**src/verilog/dmc_regs.svh**
```systemverilog
// constants for the multiply, control and i/o decode block
`ifndef DMC_REGS_SVH
`define DMC_REGS_SVH
// opcode patterns, word compares on the full instruction
`define DMC_OP_PROD_ACC_W 16'h7f8f
`define DMC_OP_PROD_COPY_W 16'h7f8e
`define DMC_OP_PROD_SUB_W 16'h7f90
`define DMC_OP_MAGN_W 16'h7f88
`define DMC_OP_IRQ_DIS_W 16'h7f81
`define DMC_OP_IRQ_EN_W 16'h7f82
`define DMC_OP_NOP_W 16'h7f80
`define DMC_OP_POP_W 16'h7f9d
`define DMC_OP_PUSH_W 16'h7f9c
`define DMC_OP_SAT_CLR_W 16'h7f8a
`define DMC_OP_SAT_SET_W 16'h7f8b
// upper-byte opcode patterns, bits 15..8
`define DMC_OP_FLOAD_B 8'h6a
`define DMC_OP_FLOAD_ACC_B 8'h6c
`define DMC_OP_FLOAD_SHIFT_B 8'h6b
`define DMC_OP_PROD_FORM_B 8'h6d
`define DMC_OP_FLAGS_RST_B 8'h7b
`define DMC_OP_FLAGS_SAV_B 8'h7c
`define DMC_OP_WSHIFT_B 8'h69
`define DMC_OP_PFETCH_B 8'h67
`define DMC_OP_PSTORE_B 8'h7d
`define DMC_OP_UPPER_ADD_B 8'h60
// group opcodes on the top bits: add bits 15..12, port in/out bits 15..11, immediate multiply bits 15..13
`define DMC_OP_ADD_N 4'h0
`define DMC_OP_IN_N 5'h08
`define DMC_OP_OUT_N 5'h09
`define DMC_OP_PROD_IMM_N 3'h4
// field position, saturation limits and stack depth
`define DMC_IND_BIT 7
`define DMC_MIN_NEG 32'h80000000
`define DMC_MAX_POS 32'h7fffffff
`define DMC_STACK_DEPTH 4
`endif

```
**src/verilog/dmc_pkg.sv**
```systemverilog
// types for the multiply, control and i/o decode block
package dmc_pkg;
  typedef enum logic [1:0] {
    DMC_ST_IDLE = 2'b00,
    DMC_ST_EX2 = 2'b01,
    DMC_ST_EX3 = 2'b10
  } dmc_state_t;
endpackage : dmc_pkg

```
**src/verilog/dmc_mult.sv**
```systemverilog
// registered signed 16x16 multiplier
`timescale 1ns/1ps
module dmc_mult #(
  parameter int W = 16
) (
  input wire logic sys_clk_i,
  input wire logic rst_n_i,
  input wire logic load_i,
  input wire logic signed [W-1:0] a_i,
  input wire logic signed [W-1:0] b_i,
  output logic signed [2*W-1:0] p_o
);
  always_ff @(posedge sys_clk_i or negedge rst_n_i) begin
    if (!rst_n_i) begin
      p_o <= '0;
    end else if (load_i) begin
      p_o <= a_i * b_i;
    end
  end
endmodule : dmc_mult

```
**src/verilog/dmc_stack.sv**
```systemverilog
// small hardware stack of words, top held in a register
`timescale 1ns/1ps
module dmc_stack #(
  parameter int W = 12,
  parameter int DEPTH = 4
) (
  input wire logic sys_clk_i,
  input wire logic rst_n_i,
  input wire logic push_i,
  input wire logic pop_i,
  input wire logic [W-1:0] din_i,
  output logic [W-1:0] top_o
);
  logic [W-1:0] mem_q [DEPTH];
  // overflow drops the bottom entry, underflow repeats it, like a shift chain
  always_ff @(posedge sys_clk_i or negedge rst_n_i) begin
    if (!rst_n_i) begin
      for (int i = 0; i < DEPTH; i++) begin
        mem_q[i] <= '0;
      end
    end else if (push_i) begin
      mem_q[0] <= din_i;
      for (int i = 1; i < DEPTH; i++) begin
        mem_q[i] <= mem_q[i-1];
      end
    end else if (pop_i) begin
      for (int i = 0; i < DEPTH - 1; i++) begin
        mem_q[i] <= mem_q[i+1];
      end
    end
  end
  assign top_o = mem_q[0];
endmodule : dmc_stack

```
**src/verilog/dmc_core.sv**
```systemverilog
// decode and execute for multiply, control, i/o and table instructions
`timescale 1ns/1ps
`include "dmc_regs.svh"

// Overview of operation
// - product accumulate adds product into sum
// - accumulating factor load also adds old product into sum
// - factor load, accumulate, and shift word up
// - multiply factor by data word into product
// - multiply factor by immediate constant field
// - copy product register into sum register
// - subtract product register from sum register
// - clear and set saturation mode opcodes
// - restore flags from memory, save flags
// - stack take and put, two cycles
// - copy data word to next address
// - port read and write, two cycles
// - program word fetch and store, three cycles
// - magnitude negates negative sum register
// - most negative magnitude saturates when enabled
// - shifted data word added to sum
// - data word added to upper half
module dmc_core
  import dmc_pkg::*;
#(
  parameter int DW = 16,
  parameter int AW = 8,
  parameter int PW = 12,
  parameter int STACK_DEPTH = `DMC_STACK_DEPTH
) (
  // clock and reset
  input wire logic sys_clk_i,
  input wire logic rst_n_i,
  // instruction stream
  input wire logic instr_valid_i,
  input wire logic [DW-1:0] instr_i,
  output logic instr_ready_o,
  // addressing context
  input wire logic [6:0] data_page_dma_i,
  input wire logic [AW-1:0] aux_reg_i,
  input wire logic [PW-1:0] table_addr_i,
  // data memory
  input wire logic [DW-1:0] dmem_rdata_i,
  output logic [AW-1:0] dmem_addr_o,
  output logic dmem_we_o,
  output logic [DW-1:0] dmem_wdata_o,
  // program memory table access
  input wire logic [DW-1:0] pmem_rdata_i,
  output logic [PW-1:0] pmem_addr_o,
  output logic pmem_we_o,
  output logic [DW-1:0] pmem_wdata_o,
  // ports
  input wire logic [DW-1:0] port_rdata_i,
  output logic [2:0] port_number_o,
  output logic port_rd_o,
  output logic port_wr_o,
  output logic [DW-1:0] port_wdata_o,
  // state visible outside
  output logic [31:0] sum_register_o,
  output logic [31:0] product_o,
  output logic [DW-1:0] factor_o,
  output logic saturation_mode_o,
  output logic irq_enable_o,
  output logic overflow_o
);
  // ==========================================================
  // decode
  logic [7:0] hi_b;
  logic is_prod_acc;
  logic is_prod_copy;
  logic is_prod_sub;
  logic is_magn;
  logic is_irq_dis;
  logic is_irq_en;
  logic is_pop;
  logic is_push;
  logic is_sat_clr;
  logic is_sat_set;
  logic is_fload;
  logic is_fload_acc;
  logic is_fload_shift;
  logic is_prod_form;
  logic is_prod_imm;
  logic is_flags_rst;
  logic is_flags_sav;
  logic is_wshift;
  logic is_pfetch;
  logic is_pstore;
  logic is_upper_add;
  logic is_add;
  logic is_in;
  logic is_out;
  logic [AW-1:0] ea;
  dmc_state_t state_q;
  logic [DW-1:0] instr_q;
  logic [AW-1:0] ea_q;

  assign hi_b = instr_i[15:8];
  assign is_prod_acc = instr_i == `DMC_OP_PROD_ACC_W;
  assign is_prod_copy = instr_i == `DMC_OP_PROD_COPY_W;
  assign is_prod_sub = instr_i == `DMC_OP_PROD_SUB_W;
  assign is_magn = instr_i == `DMC_OP_MAGN_W;
  assign is_irq_dis = instr_i == `DMC_OP_IRQ_DIS_W;
  assign is_irq_en = instr_i == `DMC_OP_IRQ_EN_W;
  assign is_pop = instr_i == `DMC_OP_POP_W;
  assign is_push = instr_i == `DMC_OP_PUSH_W;
  assign is_sat_clr = instr_i == `DMC_OP_SAT_CLR_W;
  assign is_sat_set = instr_i == `DMC_OP_SAT_SET_W;
  assign is_fload = hi_b == `DMC_OP_FLOAD_B;
  assign is_fload_acc = hi_b == `DMC_OP_FLOAD_ACC_B;
  assign is_fload_shift = hi_b == `DMC_OP_FLOAD_SHIFT_B;
  assign is_prod_form = hi_b == `DMC_OP_PROD_FORM_B;
  assign is_prod_imm = instr_i[15:13] == `DMC_OP_PROD_IMM_N;
  assign is_flags_rst = hi_b == `DMC_OP_FLAGS_RST_B;
  assign is_flags_sav = hi_b == `DMC_OP_FLAGS_SAV_B;
  assign is_wshift = hi_b == `DMC_OP_WSHIFT_B;
  assign is_pfetch = hi_b == `DMC_OP_PFETCH_B;
  assign is_pstore = hi_b == `DMC_OP_PSTORE_B;
  assign is_upper_add = hi_b == `DMC_OP_UPPER_ADD_B;
  assign is_add = instr_i[15:12] == `DMC_OP_ADD_N;
  assign is_in = instr_i[15:11] == `DMC_OP_IN_N;
  assign is_out = instr_i[15:11] == `DMC_OP_OUT_N;

  // direct uses the low seven bits, indirect the auxiliary register
  assign ea = instr_i[`DMC_IND_BIT] ? aux_reg_i
            : AW'({data_page_dma_i[6:7-1] & 1'b0, instr_i[6:0]});

  logic take;
  assign take = instr_valid_i && (state_q == DMC_ST_IDLE);

  // ==========================================================
  // multiplier and stack
  logic mult_load;
  logic signed [DW-1:0] mult_b;
  logic [31:0] stack_top;
  assign mult_load = take && (is_prod_form || is_prod_imm);
  // immediate constant is a 13-bit signed field
  assign mult_b = is_prod_imm ? DW'(signed'(instr_i[12:0])) : dmem_rdata_i;
  // sum ops read the product one instruction after it is formed
  dmc_mult #(.W(DW)) u_mult (
    .sys_clk_i(sys_clk_i),
    .rst_n_i(rst_n_i),
    .load_i(mult_load),
    .a_i(factor_o),
    .b_i(mult_b),
    .p_o(product_o)
  );

  // stack moves in the second cycle, after the sum has settled
  logic stk_push, stk_pop;
  assign stk_push = (state_q == DMC_ST_EX2) && (instr_q == `DMC_OP_PUSH_W);
  assign stk_pop = (state_q == DMC_ST_EX2) && (instr_q == `DMC_OP_POP_W);
  dmc_stack #(.W(32), .DEPTH(STACK_DEPTH)) u_stack (
    .sys_clk_i(sys_clk_i),
    .rst_n_i(rst_n_i),
    .push_i(stk_push),
    .pop_i(stk_pop),
    .din_i(sum_register_o),
    .top_o(stack_top)
  );

  // ==========================================================
  // sequencing of multi-cycle operations
  always_ff @(posedge sys_clk_i or negedge rst_n_i) begin
    if (!rst_n_i) begin
      state_q <= DMC_ST_IDLE;
      instr_q <= '0;
      ea_q <= '0;
    end else begin
      case (state_q)
        DMC_ST_IDLE: begin
          if (take) begin
            instr_q <= instr_i;
            ea_q <= ea;
            if (is_pfetch || is_pstore) begin
              state_q <= DMC_ST_EX3;
            end else if (is_pop || is_push || is_in || is_out) begin
              state_q <= DMC_ST_EX2;
            end
          end
        end
        DMC_ST_EX3: state_q <= DMC_ST_EX2;
        DMC_ST_EX2: state_q <= DMC_ST_IDLE;
        default: state_q <= DMC_ST_IDLE;
      endcase
    end
  end

  logic start_long;
  assign start_long = take && (is_pfetch || is_pstore || is_pop || is_push || is_in || is_out);

  always_ff @(posedge sys_clk_i or negedge rst_n_i) begin
    if (!rst_n_i) begin
      instr_ready_o <= 1'b0;
    end else begin
      // ready only when the next cycle is free to take a word
      instr_ready_o <= (state_q == DMC_ST_IDLE) ? !start_long : (state_q == DMC_ST_EX2);
    end
  end

  // ==========================================================
  // sum register arithmetic
  logic [32:0] sum_n;
  logic [31:0] sum_nx;
  logic sum_we, sat_ovf;
  logic signed [31:0] shifted;
  always_comb begin
    sum_n = {1'b0, sum_register_o};
    sum_we = 1'b0;
    shifted = 32'(signed'(dmem_rdata_i)) <<< instr_i[11:8];
    if (take && (is_prod_acc || is_fload_acc || is_fload_shift)) begin
      sum_n = {sum_register_o[31], sum_register_o} + {product_o[31], product_o};
      sum_we = 1'b1;
    end else if (take && is_prod_sub) begin
      sum_n = {sum_register_o[31], sum_register_o} - {product_o[31], product_o};
      sum_we = 1'b1;
    end else if (take && is_prod_copy) begin
      sum_n = {product_o[31], product_o};
      sum_we = 1'b1;
    end else if (take && is_magn) begin
      sum_n = sum_register_o[31] ? 33'h0 - {sum_register_o[31], sum_register_o}
            : {1'b0, sum_register_o};
      sum_we = 1'b1;
    end else if (take && is_add) begin
      sum_n = {sum_register_o[31], sum_register_o} + {shifted[31], shifted};
      sum_we = 1'b1;
    end else if (take && is_upper_add) begin
      sum_n = {sum_register_o[31], sum_register_o}
            + {dmem_rdata_i[15], dmem_rdata_i, 16'h0000};
      sum_we = 1'b1;
    end else if (stk_pop) begin
      sum_n = {stack_top[31], stack_top};
      sum_we = 1'b1;
    end
    // clamping applies to every sum update, a stack take included
    sat_ovf = sum_n[32] != sum_n[31];
    sum_nx = sum_n[31:0];
    if (sat_ovf && saturation_mode_o) begin
      sum_nx = sum_n[32] ? `DMC_MIN_NEG : `DMC_MAX_POS;
    end
  end

  always_ff @(posedge sys_clk_i or negedge rst_n_i) begin
    if (!rst_n_i) begin
      sum_register_o <= '0;
      overflow_o <= 1'b0;
    end else if (sum_we) begin
      sum_register_o <= sum_nx;
      overflow_o <= overflow_o | sat_ovf;
    end else if (take && is_flags_rst) begin
      overflow_o <= dmem_rdata_i[15];
    end
  end

  // ==========================================================
  // factor register and mode bits
  always_ff @(posedge sys_clk_i or negedge rst_n_i) begin
    if (!rst_n_i) begin
      factor_o <= '0;
    end else if (take && (is_fload || is_fload_acc || is_fload_shift)) begin
      factor_o <= dmem_rdata_i;
    end
  end

  always_ff @(posedge sys_clk_i or negedge rst_n_i) begin
    if (!rst_n_i) begin
      saturation_mode_o <= 1'b0;
      irq_enable_o <= 1'b0;
    end else if (take) begin
      if (is_sat_clr) begin
        saturation_mode_o <= 1'b0;
      end
      if (is_sat_set) begin
        saturation_mode_o <= 1'b1;
      end
      if (is_irq_dis) begin
        irq_enable_o <= 1'b0;
      end
      if (is_irq_en) begin
        irq_enable_o <= 1'b1;
      end
      if (is_flags_rst) begin
        saturation_mode_o <= dmem_rdata_i[13];
        irq_enable_o <= !dmem_rdata_i[12];
      end
    end
  end

  // ==========================================================
  // memory, port and table strobes
  always_ff @(posedge sys_clk_i or negedge rst_n_i) begin
    if (!rst_n_i) begin
      dmem_addr_o <= '0;
      dmem_we_o <= 1'b0;
      dmem_wdata_o <= '0;
      pmem_addr_o <= '0;
      pmem_we_o <= 1'b0;
      pmem_wdata_o <= '0;
      port_number_o <= '0;
      port_rd_o <= 1'b0;
      port_wr_o <= 1'b0;
      port_wdata_o <= '0;
    end else begin
      dmem_we_o <= 1'b0;
      pmem_we_o <= 1'b0;
      port_rd_o <= 1'b0;
      port_wr_o <= 1'b0;
      // port read and table read end with a data write to the held address
      if (take && (is_wshift || is_fload_shift)) begin
        dmem_addr_o <= ea + 1'b1;
        dmem_wdata_o <= dmem_rdata_i;
        dmem_we_o <= 1'b1;
      end else if (take && is_flags_sav) begin
        dmem_addr_o <= ea;
        dmem_wdata_o <= {overflow_o, 1'b0, saturation_mode_o, !irq_enable_o, 12'h000};
        dmem_we_o <= 1'b1;
      end else if (take && (is_in || is_out)) begin
        port_number_o <= instr_i[10:8];
        port_rd_o <= is_in;
        port_wr_o <= is_out;
        port_wdata_o <= dmem_rdata_i;
      end else if (state_q == DMC_ST_EX2 && instr_q[15:11] == `DMC_OP_IN_N) begin
        dmem_addr_o <= ea_q;
        dmem_wdata_o <= port_rdata_i;
        dmem_we_o <= 1'b1;
      end else if (take && (is_pfetch || is_pstore)) begin
        pmem_addr_o <= table_addr_i;
        pmem_wdata_o <= dmem_rdata_i;
        pmem_we_o <= is_pstore;
      end else if (state_q == DMC_ST_EX2 && instr_q[15:8] == `DMC_OP_PFETCH_B) begin
        dmem_addr_o <= ea_q;
        dmem_wdata_o <= pmem_rdata_i;
        dmem_we_o <= 1'b1;
      end
    end
  end
endmodule : dmc_core

```
**config.mk**
```make
export PLATFORM = sky130hd
export DESIGN_NAME = dmc_core
export DESIGN_NICKNAME = d
export VERILOG_FILES = /design/src/verilog/dmc_pkg.sv /design/src/verilog/dmc_mult.sv /design/src/verilog/dmc_stack.sv /design/src/verilog/dmc_core.sv
export VERILOG_INCLUDE_DIRS = /design/src /design/src/verilog
export SDC_FILE = /design/constraint.sdc
export NUM_CORES = 2
export LEC_CHECK = 0
export BUFFER_PORTS_ARGS = -buffer_cell sky130_fd_sc_hd__buf_2
export CAP_MARGIN = 20
export CORE_MARGIN = 1.5
export CORE_UTILIZATION = 45
export DETAILED_ROUTE_END_ITERATION = 10
export GPL_ROUTABILITY_DRIVEN = 1
export GPL_TIMING_DRIVEN = 0
export PLACE_DENSITY = 0.67
export SYNTH_ARGS = -nofsm -noshare
export SYNTH_HDL_FRONTEND = slang
export SYNTH_SLANG_ARGS = --single-unit
```
**constraint.sdc**
```tcl
create_clock -name sys_clk_i -period 12.01 [get_ports sys_clk_i]
set_input_delay 0.6005 -clock sys_clk_i [delete_from_list [all_inputs] [get_ports sys_clk_i]]
set_output_delay 0.6005 -clock sys_clk_i [all_outputs]
set_load 0.01 [all_outputs]
```
# Yosys cells after proc, flatten, opt, wreduce, memory -nomap -nowiden
# Index checks and enable logic that the tools add are counted.
[totals]
ff_bits = 313
word_cells = 190
out_inout_bits = 159
[classes]
shifts = 1
n_addsub = 6
n_mux = 63
mul = 1
reduce_logical = 54
bitwise = 5
eq_ne = 35
[ops]
columns = ["cell", "count"]
rows = [
  ["2-to-1 mux 33 bit", 8],
  ["== test 16 x 15 -> 1 bit (second input constant)", 12],
  ["2-to-1 mux 96 bit", 2],
  ["2-to-1 mux 16 bit", 7],
  ["adder 32 x 32 -> 33 bit", 3],
  ["== test 8 x 7 -> 1 bit (second input constant)", 11],
  ["2-to-1 mux 32 bit", 2],
  ["2-to-1 mux 8 bit", 7],
  ["2-to-1 mux 1 bit", 33],
  ["subtractor 1 x 32 -> 33 bit (first input constant)", 1],
  ["subtractor 32 x 32 -> 33 bit", 1],
  ["multiplier 16 x 16 -> 32 bit", 1],
  ["<<< shifter 16 x 4 -> 32 bit", 1],
  ["logical AND 1 bit", 20],
  ["== test 5 x 4 -> 1 bit (second input constant)", 3],
  ["logical OR 1 bit", 15],
  ["AND reduction 3 bit", 3],
  ["adder 8 x 1 -> 8 bit (second input constant)", 1],
  ["AND reduction 2 bit", 4],
  ["nonzero test 8 bit", 1],
  ["2-to-1 mux 2 bit", 3],
  ["!= test 6 x 5 -> 1 bit (second input constant)", 1],
  ["nonzero test 3 bit", 2],
  ["AND reduction 5 bit", 1],
  ["other kinds (16)", 22],
]

# Longest topological paths before layout
[depth]
ltp_word = 13
depth_mapped = 31
depth_no_buf = 28

# Hierarchy
# Synthesis repeated with hierarchy kept, for this count alone.
[unflattened]
hier_cells = 3607
hier_area_um2 = 32202.1
[modules_own_cells]
columns = ["module", "n_inst", "area_per_inst_um2", "cells_each"]
rows = [
  ["dmc_core", 1, 15259.6, 1924],
  ["dmc_mult", 1, 11079.4, 1167],
  ["dmc_stack", 1, 5863.1, 516],
]

# Worst setup path before layout
# No wires, ideal clock.
[synth_timing]
kind = "input-to-reg"
start = "input port instr_i[13]"
end = "register u_mult.p_o[30]"
setup_ps = 133
path_buffers = 3
arrival_ps = 7420
path_stages = 27
required_time_ps = 11877
setup_slack_ps = 4457
cell_sequence = "or3b_2 > clkbuf_1 > clkbuf_1 > o21ai_1 > clkbuf_1 > nand2_1 > fa_1 > inv_1 > fa_1 > fa_1 > fa_1 > fa_1 > inv_1 > fa_1 > inv_1 > ha_1 > a21o_1 > a21o_1 > a21o_1 > a2111oi_0 > o21bai_1 > a31oi_1 > o21ai_0 > a21o_1 > a21oi_1 > xor2_1 > o21ai_0"
[synth_via]
elab_chain_cells = 3
[synth_lines]
columns = ["element", "line_no", "text"]
rows = [
  ["start: declaration", "dmc_core.sv:36", "input wire logic [DW-1:0] instr_i,"],
  ["== test 3 bit (no source line) / == test 8 x 7 -> 1 bit (equally long branches)", "--", ""],
  ["2-to-1 mux 16 bit / logical OR 1 bit (equally long branches)", "dmc_core.sv:138, dmc_core.sv:136", ""],
  ["multiplier 16 x 16 -> 32 bit / logical AND 1 bit (equally long branches)", "dmc_mult.sv:17, dmc_core.sv:136", ""],
  ["end signal: assignment", "dmc_mult.sv:17", "p_o <= a_i * b_i;"],
  ["end: declaration", "dmc_mult.sv:11", "output logic signed [2*W-1:0] p_o"],
]
# Parallel ways exist; a longest one is shown, timed or not.
# A chain may end at the register's enable or synchronous reset.

# Worst setup path after layout
# Same ends and word-level chain as after synthesis.

==> metrics <==
status=finished clean; H-tree depth=2; total wire length=114000 um; Worst-path clk slew=0.06 ns; crit share post-route=69.2%; Synth Area in Simple Gates=16.0%; Synth Instances=3598; remaining antenna violation count=0; area delta synth->final=11.5%; setup_tns=0 ns; die span in y=269 um; wire length per cell after detailed routing=23.5 um; CTS tree=yes; die width=269 um; critical path endpoint category=register; EDFF count, synth=0; Hold Path Class=primary input to async pin; Final Core Density=50.6%; peak fanout along the critical path=10; Initial Util=45.4%; die area=72300 um^2; first-pass GRT wire length=171000 um; Clock Latency Late Sink=0.55 ns; Final Hold Fails=0; clk sinks=313; placed cells=4786; gr usage total=31.2%; Post-CTS Setup Bufs=0; worst-case clock buffer depth=3; Static Leak=0.0171 uW; First DRT Iteration DRCs=2786; most frequent CP cell=fa_1; TritonCTS Buffers=36; syn avg cell area=8.84 um^2; Root Buffer=clkbuf_16; Worst Setup Slack, final=3.69 ns; Synth top area share=24.6%; CTS Hold Buffers Added=0; vias in the first global route=27664; Seq/Total Area, Yosys=24.6%; grt total ovfl=0; DR pass1 iterations=9; share of cells above drive strength 1=12.4%; compound-cell area share of the yosys netlist=17.1%; ys flop type=dfrtp_1; dpl hpwl=90700 um; # setup viols final=0; mux contribution to synthesized area=8.04%; Max Cap Viol=0; post-synthesis xor/xnor area fraction=3.00%; RD Place Congestion=0.991; synthesized area=31800 um^2; Via density=5.86; fin cells=4849; critical path startpoint category=primary input; Reg2Reg Depth=23; largest cells by area after synthesis=dfrtp_1 (25%), fa_1 (17%), ha_1 (7.7%); max frequency=0.120 GHz; Synth cell types=96; top post-synthesis cells by count=nand2_1 (414), inv_1 (392), dfrtp_1 (313); Worst-Margin Slew=1.13 ns; worst r2r src=factor_o[15]; largest net degree at the start of global routing=118; Gates resized, CTS repair=0; I/O pins=253; Synth Area in Adders=24.4%; r2r setup slk=4.65 ns; Tmin final=8.32 ns; Arr. time, crit path=8.73 ns; PwrDens=186 nW/um^2; Slowest cell on crit path=o21ai_1; Setup CP Type=primary input to register; CP peak stage delay=0.72 ns; worst path required time=12.42 ns; layout net count=4439; largest family of logic cells by synthesized area=adder cells; Post-Place Setup Slack=3.16 ns; Reg-to-Reg End=u_mult.p_o[30]; top cell type by total area after synthesis=dfrtp_1; synth warn=0; RSZ-0062 raised after global routing=no; clk_skew=0.0213 ns; post-synthesis async set-or-reset flop share=100%; slew margin rel.=24.1%; core area=70000 um^2; post-synth net total=4153; maximum vdd ir drop=0.000154 V; Final Max Slew Viols=0; most frequent cell after synthesis=nand2_1; initial antenna violation count=6; Synth Register Bits=313; residual DRC count=0; IO buf count=241; Via Count=28432; FP Rows=97
## critical path, delay by kind of cell
kind	cells	cell delay, ns
AO/OA/AOI/OAI	11	2.72
buffers and inverters	7	1.26
AND/OR/NAND/NOR	2	0.63
adder cells (fa/ha/maj)	7	3.35
XOR/XNOR	1	0.15
## registers in the layout, indices dropped and copies added, names as in the netlist, 12 cells and up
| signal | flops |
|---|---|
| u_stack.mem_q | 96 |
| pmem_wdata_o | 16 |
| u_stack.top_o | 32 |
| factor_o | 16 |
| port_wdata_o | 16 |
| u_mult.p_o | 32 |
| dmem_wdata_o | 16 |
| pmem_addr_o | 12 |
| sum_register_o | 32 |
| instr_q | 16 |
## cell usage in the layout (no fill, tap or decap), types with 163 or more instances in the layout
| master | count |
|---|---|
| a21oi_1 | 218 |
| clkbuf_1 | 163 |
| dfrtp_1 | 313 |
| inv_1 | 392 |
| ha_1 | 195 |
| o21ai_0 | 253 |
| nand2_1 | 414 |
| nor2_1 | 230 |
| buf_2 | 248 |
| fa_1 | 266 |
## report_power, final
part           leakage, uW  total (uW)  internal [uW]  switching, uW
registers          0.00415        1530           1180            344
logic               0.0124        3940           1610           2330
clock network     0.000571        1110            644            470
total               0.0171        6580           3440           3150
## through the flow
stage	total power, uW	hold slack [ns]	area (um^2)
4_1_cts	6550	0.101	35500
2_1_floorplan	4240	0.305	31800
3_5_place_dp	5420	0.455	34300
5_1_grt	7110	0.136	35500
3_3_place_gp	5370	0.450	34200
6_report	6580	0.0683	35500
## cell type report
class,instances,area (um^2)
fill,6788,34600
multi-input combinational,2709,21800
sequential,313,7830
inverter,392,1470
timing repair buffer,248,1310
tap,940,1180
clock buffer,49,1030
buffer,184,707
clock inverter,11,134
antenna,3,7.51
## kinds of logic (layout without fill, tap and decap cells)
logic type      Yosys count  after routing
flops                   313            313
buf+inv                 576            884
compound gates          848            848
other cells               0              3
simple gates           1053           1053
mux                     238            238
xor+xnor                109            109
fa+ha+maj               461            461
## routing by layer
| layer | GRT usage (%) | routed length [um] | vias to the layer above |
|---|---|---|---|
| met2 | 50.0 | 52200 | 1325 |
| met3 | 5.76 | 9820 | 276 |
| met5 | 0 | 48 | - |
| met4 | 11.4 | 4790 | 8 |
| li1 | - | - | 12882 |
| met1 | 42.3 | 47100 | 13941 |
## worst max-delay path by stage
stage           startpoint             end  cells past startpoint
4_1_cts        instr_i[13]  u_mult.p_o[31]                     26
3_5_place_dp   instr_i[13]  u_mult.p_o[31]                     26
3_3_place_gp   instr_i[13]  u_mult.p_o[30]                     27
5_1_grt        instr_i[13]  u_mult.p_o[30]                     29
6_report       instr_i[13]  u_mult.p_o[30]                     28
2_1_floorplan  instr_i[13]  u_mult.p_o[30]                     27
No activity file was read; power rests on OpenSTA's default activity.
